===== src/logic/dma_chan_consts.svh =====
// Register offsets, field positions and reset values of the DMA channel.
// Assumes byte addresses on an 8-bit register address port.
`ifndef DMA_CHAN_CONSTS_SVH
`define DMA_CHAN_CONSTS_SVH

`define DMA_CTRL_OFFSET 8'h20
`define DMA_MAXLEN_OFFSET 8'h24

`define CTRL_IRQ_NUM_HI 31
`define CTRL_IRQ_NUM_LO 26
`define CTRL_ERR_END 23
`define CTRL_TRUNC 22
`define CTRL_EEP_CODE_EN 21
`define CTRL_TRUNC_CODE_EN 20
`define CTRL_RX_IRQ_FLAG 19
`define CTRL_TX_IRQ_FLAG 18
`define CTRL_STRIP_PID 15
`define CTRL_STRIP_ADDR 14
`define CTRL_SEP_ADDR_EN 13
`define CTRL_NO_SPILL 12
`define CTRL_RX_DESC_AVAIL 11
`define CTRL_RX_ACTIVE 10
`define CTRL_ABORT 9
`define CTRL_RX_BUS_ERR 8
`define CTRL_TX_BUS_ERR 7
`define CTRL_PKT_RX 6
`define CTRL_PKT_TX 5
`define CTRL_BUS_ERR_IRQ_EN 4
`define CTRL_RX_IRQ_EN 3
`define CTRL_TX_IRQ_EN 2
`define CTRL_RX_EN 1
`define CTRL_TX_EN 0

`define MAXLEN_HI 24
`define MAXLEN_LO 2

`define MAXLEN_RESET 23'h00_0000
`define IRQ_NUM_RESET 6'h00
`define RDATA_RESET 32'h0000_0000

`endif


===== src/logic/dma_chan_pkg.sv =====
// Types shared by the DMA channel control block and its byte stripper.
// Assumes the constants header is compiled alongside.
`default_nettype none
package dma_chan_pkg;

  typedef struct packed {
    logic [7:0] data;
    logic last;
    logic eep;
  } rx_byte_type;

  typedef struct packed {
    logic strip_addr;
    logic strip_pid;
    logic [22:0] max_len;
  } strip_cfg_type;

  typedef enum logic [1:0] {
    RX_IDLE = 2'b00,
    RX_RECV = 2'b01,
    RX_DISCARD = 2'b10
  } rx_state_type;

endpackage

`default_nettype wire


===== src/logic/byte_stripper.sv =====
// Drops leading address/protocol-id bytes and truncates over-long packets.
// Assumes one byte per valid cycle, same clock, no back-pressure downstream.
`timescale 1ns/1ns
`default_nettype none
`include "dma_chan_consts.svh"

module byte_stripper #(
  parameter int MAXLEN_WIDTH = 23
) (
  input wire logic i_clk,
  input wire logic i_rst,
  input wire dma_chan_pkg::strip_cfg_type i_cfg,
  input wire logic i_in_valid,
  input wire dma_chan_pkg::rx_byte_type i_in,
  output logic o_out_valid,
  output var dma_chan_pkg::rx_byte_type o_out,
  output logic o_end,
  output logic o_end_trunc,
  output logic o_end_eep
);

  if (MAXLEN_WIDTH < 1 || MAXLEN_WIDTH > 23)
  begin : g_bad_width
    $error("byte_stripper: MAXLEN_WIDTH must be 1 to 23");
  end

  logic [1:0] byte_idx;
  logic [MAXLEN_WIDTH+1:0] count;
  logic trunc_seen;
  logic drop;
  logic over;
  logic [MAXLEN_WIDTH+1:0] limit;

  // Length is in 32-bit words, so the byte limit is four times it
  // words to bytes
  assign limit = {i_cfg.max_len[MAXLEN_WIDTH-1:0], 2'b00};

  assign drop = (byte_idx == 2'd0 && (i_cfg.strip_addr || i_cfg.strip_pid))
    || (byte_idx == 2'd1 && i_cfg.strip_pid);
  assign over = !drop && (count >= limit);

  always_ff @(posedge i_clk)
  begin
    if (i_rst || (i_in_valid && i_in.last))
    begin
      byte_idx <= 2'd0;
      count <= '0;
      trunc_seen <= 1'b0;
    end
    else if (i_in_valid)
    begin
      if (byte_idx != 2'd2)
        byte_idx <= byte_idx + 2'd1;
      if (!drop && !over)
        count <= count + 1'b1;
      if (over)
        trunc_seen <= 1'b1;
    end
  end

  always_ff @(posedge i_clk)
  begin
    if (i_rst)
    begin
      o_out_valid <= 1'b0;
      o_out <= '0;
      o_end <= 1'b0;
      o_end_trunc <= 1'b0;
      o_end_eep <= 1'b0;
    end
    else
    begin
      o_out_valid <= i_in_valid && !drop && !over;
      o_out <= i_in;
      o_end <= i_in_valid && i_in.last;
      o_end_trunc <= i_in_valid && i_in.last && (trunc_seen || over);
      o_end_eep <= i_in_valid && i_in.eep;
    end
  end
endmodule

`default_nettype wire


===== src/logic/dma_chan_ctrl.sv =====
// Control and status of one DMA channel of the router's bus-attached port.
// Assumes packet path, descriptor fetch and bus errors share i_clk.
`timescale 1ns/1ns
`default_nettype none
`include "dma_chan_consts.svh"

module dma_chan_ctrl (
  input wire logic i_clk,
  input wire logic i_rst,
  input wire logic [7:0] i_addr,
  input wire logic [31:0] i_wdata,
  input wire logic i_wr,
  input wire logic i_rd,
  output logic [31:0] o_rdata,
  input wire logic i_rx_valid,
  input wire dma_chan_pkg::rx_byte_type i_rx_byte,
  output logic o_rx_ready,
  input wire logic i_rx_desc_active,
  input wire logic i_rx_desc_disabled,
  input wire logic i_rx_desc_irq_en,
  input wire logic i_rx_bus_err,
  output logic o_wr_valid,
  output var dma_chan_pkg::rx_byte_type o_wr_byte,
  output logic o_wr_end,
  output logic o_wr_trunc,
  output logic o_wr_eep,
  output logic o_tx_fetch,
  output logic o_tx_abort,
  input wire logic i_tx_done,
  input wire logic i_tx_desc_disabled,
  input wire logic i_tx_desc_irq_en,
  input wire logic i_tx_bus_err,
  output logic o_irq,
  output logic o_dist_int_valid,
  output logic [5:0] o_dist_int_num,
  output logic o_sep_addr_en
);

  // Hardware set wins over a software clear in the same cycle
  function automatic logic w1c(input logic flag, input logic set,
                               input logic clr);
    w1c = set | (flag & ~clr);
  endfunction

  logic [5:0] irq_num;
  logic err_end_flag;
  logic trunc_flag;
  logic eep_code_en;
  logic trunc_code_en;
  logic rx_irq_flag;
  logic tx_irq_flag;
  logic strip_pid;
  logic strip_addr;
  logic no_spill;
  logic rx_desc_avail;
  logic rx_bus_err_flag;
  logic tx_bus_err_flag;
  logic pkt_rx_flag;
  logic pkt_tx_flag;
  logic bus_err_irq_en;
  logic rx_irq_en;
  logic tx_irq_en;
  logic rx_en;
  logic tx_en;
  logic tx_busy;
  logic [22:0] max_len;
  dma_chan_pkg::rx_state_type rx_state;
  dma_chan_pkg::rx_state_type next_rx_state;
  dma_chan_pkg::strip_cfg_type strip_cfg;
  logic wr_ctrl;
  logic wr_len;
  logic abort_wr;
  logic accept;
  logic desc_ok;
  logic feed;
  logic rx_irq_ev;
  logic tx_irq_ev;
  logic err_irq_ev;
  logic [31:0] ctrl_word;

  assign wr_ctrl = i_wr && (i_addr == `DMA_CTRL_OFFSET);
  assign wr_len = i_wr && (i_addr == `DMA_MAXLEN_OFFSET);
  assign abort_wr = wr_ctrl && i_wdata[`CTRL_ABORT];

  // Plain control bits
  always_ff @(posedge i_clk)
  begin
    if (i_rst)
    begin
      irq_num <= `IRQ_NUM_RESET;
      eep_code_en <= 1'b0;
      trunc_code_en <= 1'b0;
      strip_pid <= 1'b0;
      strip_addr <= 1'b0;
      o_sep_addr_en <= 1'b0;
      no_spill <= 1'b0;
      bus_err_irq_en <= 1'b0;
      rx_irq_en <= 1'b0;
      tx_irq_en <= 1'b0;
      rx_en <= 1'b0;
    end
    else if (wr_ctrl)
    begin
      irq_num <= i_wdata[`CTRL_IRQ_NUM_HI:`CTRL_IRQ_NUM_LO];
      eep_code_en <= i_wdata[`CTRL_EEP_CODE_EN];
      trunc_code_en <= i_wdata[`CTRL_TRUNC_CODE_EN];
      strip_pid <= i_wdata[`CTRL_STRIP_PID];
      strip_addr <= i_wdata[`CTRL_STRIP_ADDR];
      o_sep_addr_en <= i_wdata[`CTRL_SEP_ADDR_EN];
      no_spill <= i_wdata[`CTRL_NO_SPILL];
      bus_err_irq_en <= i_wdata[`CTRL_BUS_ERR_IRQ_EN];
      rx_irq_en <= i_wdata[`CTRL_RX_IRQ_EN];
      tx_irq_en <= i_wdata[`CTRL_TX_IRQ_EN];
      rx_en <= i_wdata[`CTRL_RX_EN];
    end
  end

  always_ff @(posedge i_clk)
  begin
    if (i_rst)
      max_len <= `MAXLEN_RESET;
    else if (wr_len)
      max_len <= i_wdata[`MAXLEN_HI:`MAXLEN_LO];
  end

  always_ff @(posedge i_clk)
  begin
    if (i_rst)
      rx_desc_avail <= 1'b0;
    else if (wr_ctrl)
      rx_desc_avail <= i_wdata[`CTRL_RX_DESC_AVAIL] ||
        (rx_desc_avail && !i_rx_desc_disabled);
    else if (i_rx_desc_disabled)
      rx_desc_avail <= 1'b0;
  end

  // Receive path
  assign accept = i_rx_valid && o_rx_ready;
  assign desc_ok = i_rx_desc_active && rx_desc_avail;
  assign feed = accept && (rx_state == dma_chan_pkg::RX_RECV ||
    (rx_state == dma_chan_pkg::RX_IDLE && rx_en && desc_ok));

  always_comb
  begin
    next_rx_state = rx_state;
    case (rx_state)
      dma_chan_pkg::RX_IDLE:
        if (accept && !i_rx_byte.last)
          next_rx_state = (rx_en && desc_ok) ? dma_chan_pkg::RX_RECV
                                             : dma_chan_pkg::RX_DISCARD;
      dma_chan_pkg::RX_RECV,
      dma_chan_pkg::RX_DISCARD:
        if (accept && i_rx_byte.last)
          next_rx_state = dma_chan_pkg::RX_IDLE;
      default:
        next_rx_state = dma_chan_pkg::RX_IDLE;
    endcase
  end

  always_ff @(posedge i_clk)
  begin
    if (i_rst)
      rx_state <= dma_chan_pkg::RX_IDLE;
    else
      rx_state <= next_rx_state;
  end

  // Ready is registered, so a change of enable takes one cycle to bite
  // stall with no-spill
  always_ff @(posedge i_clk)
  begin
    if (i_rst)
      o_rx_ready <= 1'b0;
    else if (next_rx_state != dma_chan_pkg::RX_IDLE)
      o_rx_ready <= 1'b1;
    else
      o_rx_ready <= rx_en && (desc_ok || !no_spill);
  end

  assign strip_cfg = '{strip_addr: strip_addr, strip_pid: strip_pid,
                       max_len: max_len};

  byte_stripper #(
    .MAXLEN_WIDTH(23)
  ) u_stripper (
    .i_clk(i_clk),
    .i_rst(i_rst),
    .i_cfg(strip_cfg),
    .i_in_valid(feed),
    .i_in(i_rx_byte),
    .o_out_valid(o_wr_valid),
    .o_out(o_wr_byte),
    .o_end(o_wr_end),
    .o_end_trunc(o_wr_trunc),
    .o_end_eep(o_wr_eep)
  );

  // Transmit control
  // fetch while enabled
  always_ff @(posedge i_clk)
  begin
    if (i_rst)
    begin
      tx_en <= 1'b0;
      tx_busy <= 1'b0;
      o_tx_fetch <= 1'b0;
      o_tx_abort <= 1'b0;
    end
    else
    begin
      if (wr_ctrl)
        tx_en <= i_wdata[`CTRL_TX_EN] && !i_wdata[`CTRL_ABORT];
      else if (i_tx_desc_disabled)
        tx_en <= 1'b0;
      o_tx_fetch <= tx_en && !tx_busy && !abort_wr;
      if (tx_en && !tx_busy && !abort_wr)
        tx_busy <= 1'b1;
      else if (i_tx_done || i_tx_desc_disabled)
        tx_busy <= 1'b0;
      o_tx_abort <= abort_wr && tx_busy;
    end
  end

  // Events
  // receive packet interrupt
  assign rx_irq_ev = o_wr_end && rx_irq_en && i_rx_desc_irq_en;
  assign tx_irq_ev = i_tx_done && tx_irq_en && i_tx_desc_irq_en;
  assign err_irq_ev = (i_rx_bus_err || i_tx_bus_err) && bus_err_irq_en;

  always_ff @(posedge i_clk)
  begin
    if (i_rst)
    begin
      o_irq <= 1'b0;
      o_dist_int_valid <= 1'b0;
      o_dist_int_num <= `IRQ_NUM_RESET;
    end
    else
    begin
      o_irq <= rx_irq_ev || tx_irq_ev || err_irq_ev;
      o_dist_int_valid <= o_wr_end && ((o_wr_trunc && trunc_code_en) ||
        (o_wr_eep && eep_code_en));
      o_dist_int_num <= irq_num;
    end
  end

  always_ff @(posedge i_clk)
  begin
    if (i_rst)
    begin
      err_end_flag <= 1'b0;
      trunc_flag <= 1'b0;
      rx_irq_flag <= 1'b0;
      tx_irq_flag <= 1'b0;
      rx_bus_err_flag <= 1'b0;
      tx_bus_err_flag <= 1'b0;
      pkt_rx_flag <= 1'b0;
      pkt_tx_flag <= 1'b0;
    end
    else
    begin
      err_end_flag <= w1c(err_end_flag, o_wr_end && o_wr_eep,
        wr_ctrl && i_wdata[`CTRL_ERR_END]);
      trunc_flag <= w1c(trunc_flag, o_wr_end && o_wr_trunc,
        wr_ctrl && i_wdata[`CTRL_TRUNC]);
      rx_irq_flag <= w1c(rx_irq_flag, rx_irq_ev,
        wr_ctrl && i_wdata[`CTRL_RX_IRQ_FLAG]);
      tx_irq_flag <= w1c(tx_irq_flag, tx_irq_ev,
        wr_ctrl && i_wdata[`CTRL_TX_IRQ_FLAG]);
      rx_bus_err_flag <= w1c(rx_bus_err_flag, i_rx_bus_err && bus_err_irq_en,
        wr_ctrl && i_wdata[`CTRL_RX_BUS_ERR]);
      tx_bus_err_flag <= w1c(tx_bus_err_flag, i_tx_bus_err,
        wr_ctrl && i_wdata[`CTRL_TX_BUS_ERR]);
      pkt_rx_flag <= w1c(pkt_rx_flag, o_wr_end,
        wr_ctrl && i_wdata[`CTRL_PKT_RX]);
      pkt_tx_flag <= w1c(pkt_tx_flag, i_tx_done,
        wr_ctrl && i_wdata[`CTRL_PKT_TX]);
    end
  end

  always_comb
  begin
    ctrl_word = '0;
    ctrl_word[`CTRL_IRQ_NUM_HI:`CTRL_IRQ_NUM_LO] = irq_num;
    ctrl_word[`CTRL_ERR_END] = err_end_flag;
    ctrl_word[`CTRL_TRUNC] = trunc_flag;
    ctrl_word[`CTRL_EEP_CODE_EN] = eep_code_en;
    ctrl_word[`CTRL_TRUNC_CODE_EN] = trunc_code_en;
    ctrl_word[`CTRL_RX_IRQ_FLAG] = rx_irq_flag;
    ctrl_word[`CTRL_TX_IRQ_FLAG] = tx_irq_flag;
    ctrl_word[`CTRL_STRIP_PID] = strip_pid;
    ctrl_word[`CTRL_STRIP_ADDR] = strip_addr;
    ctrl_word[`CTRL_SEP_ADDR_EN] = o_sep_addr_en;
    ctrl_word[`CTRL_NO_SPILL] = no_spill;
    ctrl_word[`CTRL_RX_DESC_AVAIL] = rx_desc_avail;
    ctrl_word[`CTRL_RX_ACTIVE] = (rx_state == dma_chan_pkg::RX_RECV);
    ctrl_word[`CTRL_RX_BUS_ERR] = rx_bus_err_flag;
    ctrl_word[`CTRL_TX_BUS_ERR] = tx_bus_err_flag;
    ctrl_word[`CTRL_PKT_RX] = pkt_rx_flag;
    ctrl_word[`CTRL_PKT_TX] = pkt_tx_flag;
    ctrl_word[`CTRL_BUS_ERR_IRQ_EN] = bus_err_irq_en;
    ctrl_word[`CTRL_RX_IRQ_EN] = rx_irq_en;
    ctrl_word[`CTRL_TX_IRQ_EN] = tx_irq_en;
    ctrl_word[`CTRL_RX_EN] = rx_en;
    ctrl_word[`CTRL_TX_EN] = tx_en;
  end

  // Unmapped reads return zero
  always_ff @(posedge i_clk)
  begin
    if (i_rst)
      o_rdata <= `RDATA_RESET;
    else if (i_rd && i_addr == `DMA_CTRL_OFFSET)
      o_rdata <= ctrl_word;
    else if (i_rd && i_addr == `DMA_MAXLEN_OFFSET)
      o_rdata <= {7'h00, max_len, 2'h0};
    else
      o_rdata <= `RDATA_RESET;
  end
endmodule

`default_nettype wire


===== config.mk =====
export PLATFORM = sky130hd
export DESIGN_NAME = dma_chan_ctrl
export DESIGN_NICKNAME = d
export VERILOG_FILES = /design/src/logic/dma_chan_pkg.sv /design/src/logic/byte_stripper.sv /design/src/logic/dma_chan_ctrl.sv
export VERILOG_INCLUDE_DIRS = /design/src /design/src/logic
export SDC_FILE = /design/constraint.sdc
export NUM_CORES = 1
export LEC_CHECK = 0
export BUFFER_PORTS_ARGS = -buffer_cell sky130_fd_sc_hd__buf_2
export CORE_ASPECT_RATIO = 0.7
export CORE_MARGIN = 2
export CORE_UTILIZATION = 50
export DETAILED_ROUTE_END_ITERATION = 6
export GPL_TIMING_DRIVEN = 0
export PLACE_DENSITY = 0.74
export SLEW_MARGIN = 20
export SYNTH_ARGS = -nofsm -noshare
export SYNTH_HDL_FRONTEND = slang
export SYNTH_SLANG_ARGS = --single-unit

===== constraint.sdc =====
create_clock -name i_clk -period 8.5 [get_ports i_clk]
set_input_delay 1.275 -clock i_clk [delete_from_list [all_inputs] [get_ports i_clk]]
set_output_delay 1.275 -clock i_clk [all_outputs]
set_load 0.005 [all_outputs]

==> results.toml <==
[sta]
period_share_pct = 38.40
final-max-slew-violation-count = 0
relSlewSlack_pct = 40.17
fin_skew_ps = 10.24
grt_setup_unrepaired = "false"
hold_violations = 0
finalSetupTns_ps = 0
worst_pin_slew_ps = 889.2
setup_slack_ps = 5236
setup_viol = 0
fmax_mhz = 306.4
min_period_ps = 3264

[pwr]
p_per_area_mw_per_mm2 = 203.8
swShare_pct = 22.23
leakage_nw = 3.105
power.internal_mw = 1.136
pwr-share-clk_pct = 52.9
vdd_drop_max_mv = 0.1473
power_switching_uw = 324.8
power_frac_comb_pct = 3.2
p_seq_share_pct = 43.9

[worst_setup_path]
start_kind = "input pin"
crit_chain = "buf_2, nor4b_1, nand3_1, nor2_1, clkbuf_1, nand2_1, a22oi_1, nor2_1"
critPathSlowestCell = "nor2_1"
r2r_end = "u_stripper.count[21]"
r2r_slack_ps = 5360
worstPathRequired_ps = 8780
cp-endpoint = "err_end_flag"
crit_start = "i_addr[4]"
critPathKind = "input pin to flop"
arrival_ps = 3550
end_kind = "flop"
cp_common_cell = "nor2_1"
cp_max_fo = 10
r2r-start = "max_len[12]"
rr_worst_depth = 11
slowest_delay_ps = 590

[global_routing]
grt_max_degree = 17
grt_antenna_before_repair = 1
grt_pass1_wl_um = 26010
grt_pass1_vias = 5164
grt-ovfl-total = 0
grt_usage_pct = 26.99

[final_layout]
post-route-cell-area_mm2 = 0.007168
syn_to_final_growth_pct = 24.35
final.fill_count = 960
final_nets = 871
drive_above_1_share_pct = 19.87
seq_area_mm2 = 0.002723
multi_input_area_mm2 = 0.002784
n_antenna_cell = 0

[synth]
syn_inst = 641
synth_flop_cell = "dfxtp_1"
ys_ff_latch = 136
yosysSeqAreaShare_pct = 47.23
synth_area_mm2 = 0.005764
synth_edf_count = 0
synthArstFlopShare_pct = 0
yosysUniqueCellTypes = 50
yosysWarnings = 0
syn_avg_cell_area_um2 = 8.993
synthesis.nets = 735

[worst_hold_path]
min-delay-start = "irq_num[2]"
hold_path_class = "flop to flop"

[clock_tree]
ctsResizeCount = 0
cts_setup_buffers = 0
clk_pin_slew_ps = 60
cts_tree = "done"
cts.path.max_buffers = 2
clock-root-buffer = "clkbuf_16"
cts_sinks = 136
numCtsBuffers = 17
ctsHoldBuffers = 0
cts_max_level = 4
clk_latency_ps = 420

[routing]
via_count = 5353
wire_per_inst_um = 17.32
drtAntennaViolNets = 0
drt_iter0_drc = 421
drc = 0
via_per_inst = 5.677
wirelength_um = 16330
dr.pass1.iters = 5

[die]
start_util_pct = 51.79
die_w_um = 132.3
num_rows = 32
die_y_um = 93.84
core_area_mm2 = 0.01113
die_area_mm2 = 0.01242
io_pins = 121

[placed_design]
place_area_mm2 = 0.006548
place_congestion = 0.8911
dp_slack_ps = 4877
dp_hpwl_um = 12120
io_buffers = 117

[status]
status = "finished clean"

[flow_run]
cap_violations = 0
==> routing by layer <==
layer,vias up,wire (um),GRT usage (%)
met1,2608,7794,36.78
met4,0,185,7.348
met2,194,7253,43.22
met3,18,1099,6.203
li1,2533,-,-
met5,-,0,0
==> flip-flops by register name, summed over array words and instances (netlist names), 2 cells and up <==
name	cells
u_stripper.count	25
o_rdata	31
max_len	23
rx_state	2
u_stripper.o_out	10
o_dist_int_num	6
irq_num	6
u_stripper.byte_idx	2
==> power groups by stage <==
stage	clock network, mW	registers (mW)	logic (mW)
3_3_place_gp	0	0.656	0.0445
4_1_cts	0.781	0.642	0.0455
6_report	0.773	0.642	0.0465
5_1_grt	0.813	0.642	0.0497
2_1_floorplan	0	0.656	0.0179
3_5_place_dp	0	0.656	0.0453
==> Yosys cell counts (all sizes together) (12+ instances only) <==
cell      n  area (um^2)
a21oi    64        320.3
and2     13        81.33
clkbuf   24        90.09
dfxtp   136         2723
ha       31        387.9
inv      37        138.9
mux2i    42        420.4
nand2    67        251.5
nand3    16        80.08
nand4    12        75.07
nor2     64        240.2
nor2b    16        100.1
o31ai    13        97.59
or4      16        120.1
==> cell families (layout without fill, tap and decap cells) <==
kind of cell | after synthesis | count (layout) | share of synthesized area (%)
other | 1 | 1 | 0.06506
muxes | 42 | 42 | 7.293
adders and majority gates | 31 | 31 | 6.729
AOI/OAI and AO/OA | 114 | 114 | 11.94
and+or+nand+nor | 249 | 249 | 22.01
buffers and inverters | 67 | 216 | 4.580
DFF | 136 | 136 | 47.23
xor gates and xnor gates | 1 | 1 | 0.1520
==> area by class of cell <==
cell class                      count  share of cell area (%)
Buffer                             30                   1.746
Clock inverter                     14                   2.531
Tap cell                          153                   2.671
Sequential cell                   136                   37.98
Clock buffer                       18                   6.127
Multi-Input combinational cell    438                   38.84
Timing Repair Buffer              117                   8.169
Inverter                           37                   1.938
==> worst max-delay path, delay by kind of cell <==
| family | cells | cell delay, ps |
|---|---|---|
| compound gates | 1 | 180 |
| buf+inv | 2 | 610 |
| simple gates | 5 | 1490 |
==> metrics by stage <==
| step | cells | util, % | power (mW) | hold WS, ps |
|---|---|---|---|---|
| global placement | 911 | 58.77 | 0.7004 | 440.8 |
| CTS | 943 | 64.40 | 1.468 | 463.8 |
| floorplan | 641 | - | 0.6742 | 424.2 |
| finish | 943 | 64.40 | 1.461 | 466.6 |
| detailed placement | 911 | 58.82 | 0.7013 | 452.2 |
| global route | 943 | 64.40 | 1.504 | 486.0 |
==> worst min path at each step <==
stage | endpoint | slack, ps | cells after the start
after CTS | irq_num[2] | 460 | 2
final | irq_num[2] | 470 | 2
after floorplan | o_tx_fetch | 420 | 1
after global routing | tx_irq_flag | 490 | 2
after detailed placement | o_tx_fetch | 450 | 1
after global placement | o_tx_fetch | 440 | 1
==> placed cells by master (no fill, tap or decap), types with 3 or more instances in the layout <==
cell and n:
nand4b_1 4, and3_1 11, a21oi_1 64, o31ai_1 13, o41ai_1 4, nor2_1 64
or4_1 16, and4_1 6, nand3_1 16, nand3b_1 4, nor3_1 7, nor2b_1 16
buf_1 3, o211ai_1 3, bufinv_16 3, and2_1 13, nand2_1 67, nor4_1 3
ha_1 31, nand4_1 12, buf_2 118, mux2i_1 42, inv_6 8, a22oi_1 5
inv_1 37, o21ai_0 9, clkbuf_16 17, clkbuf_1 24, a31o_2 3, dfxtp_1 136
(Power assumes the default switching activity.)
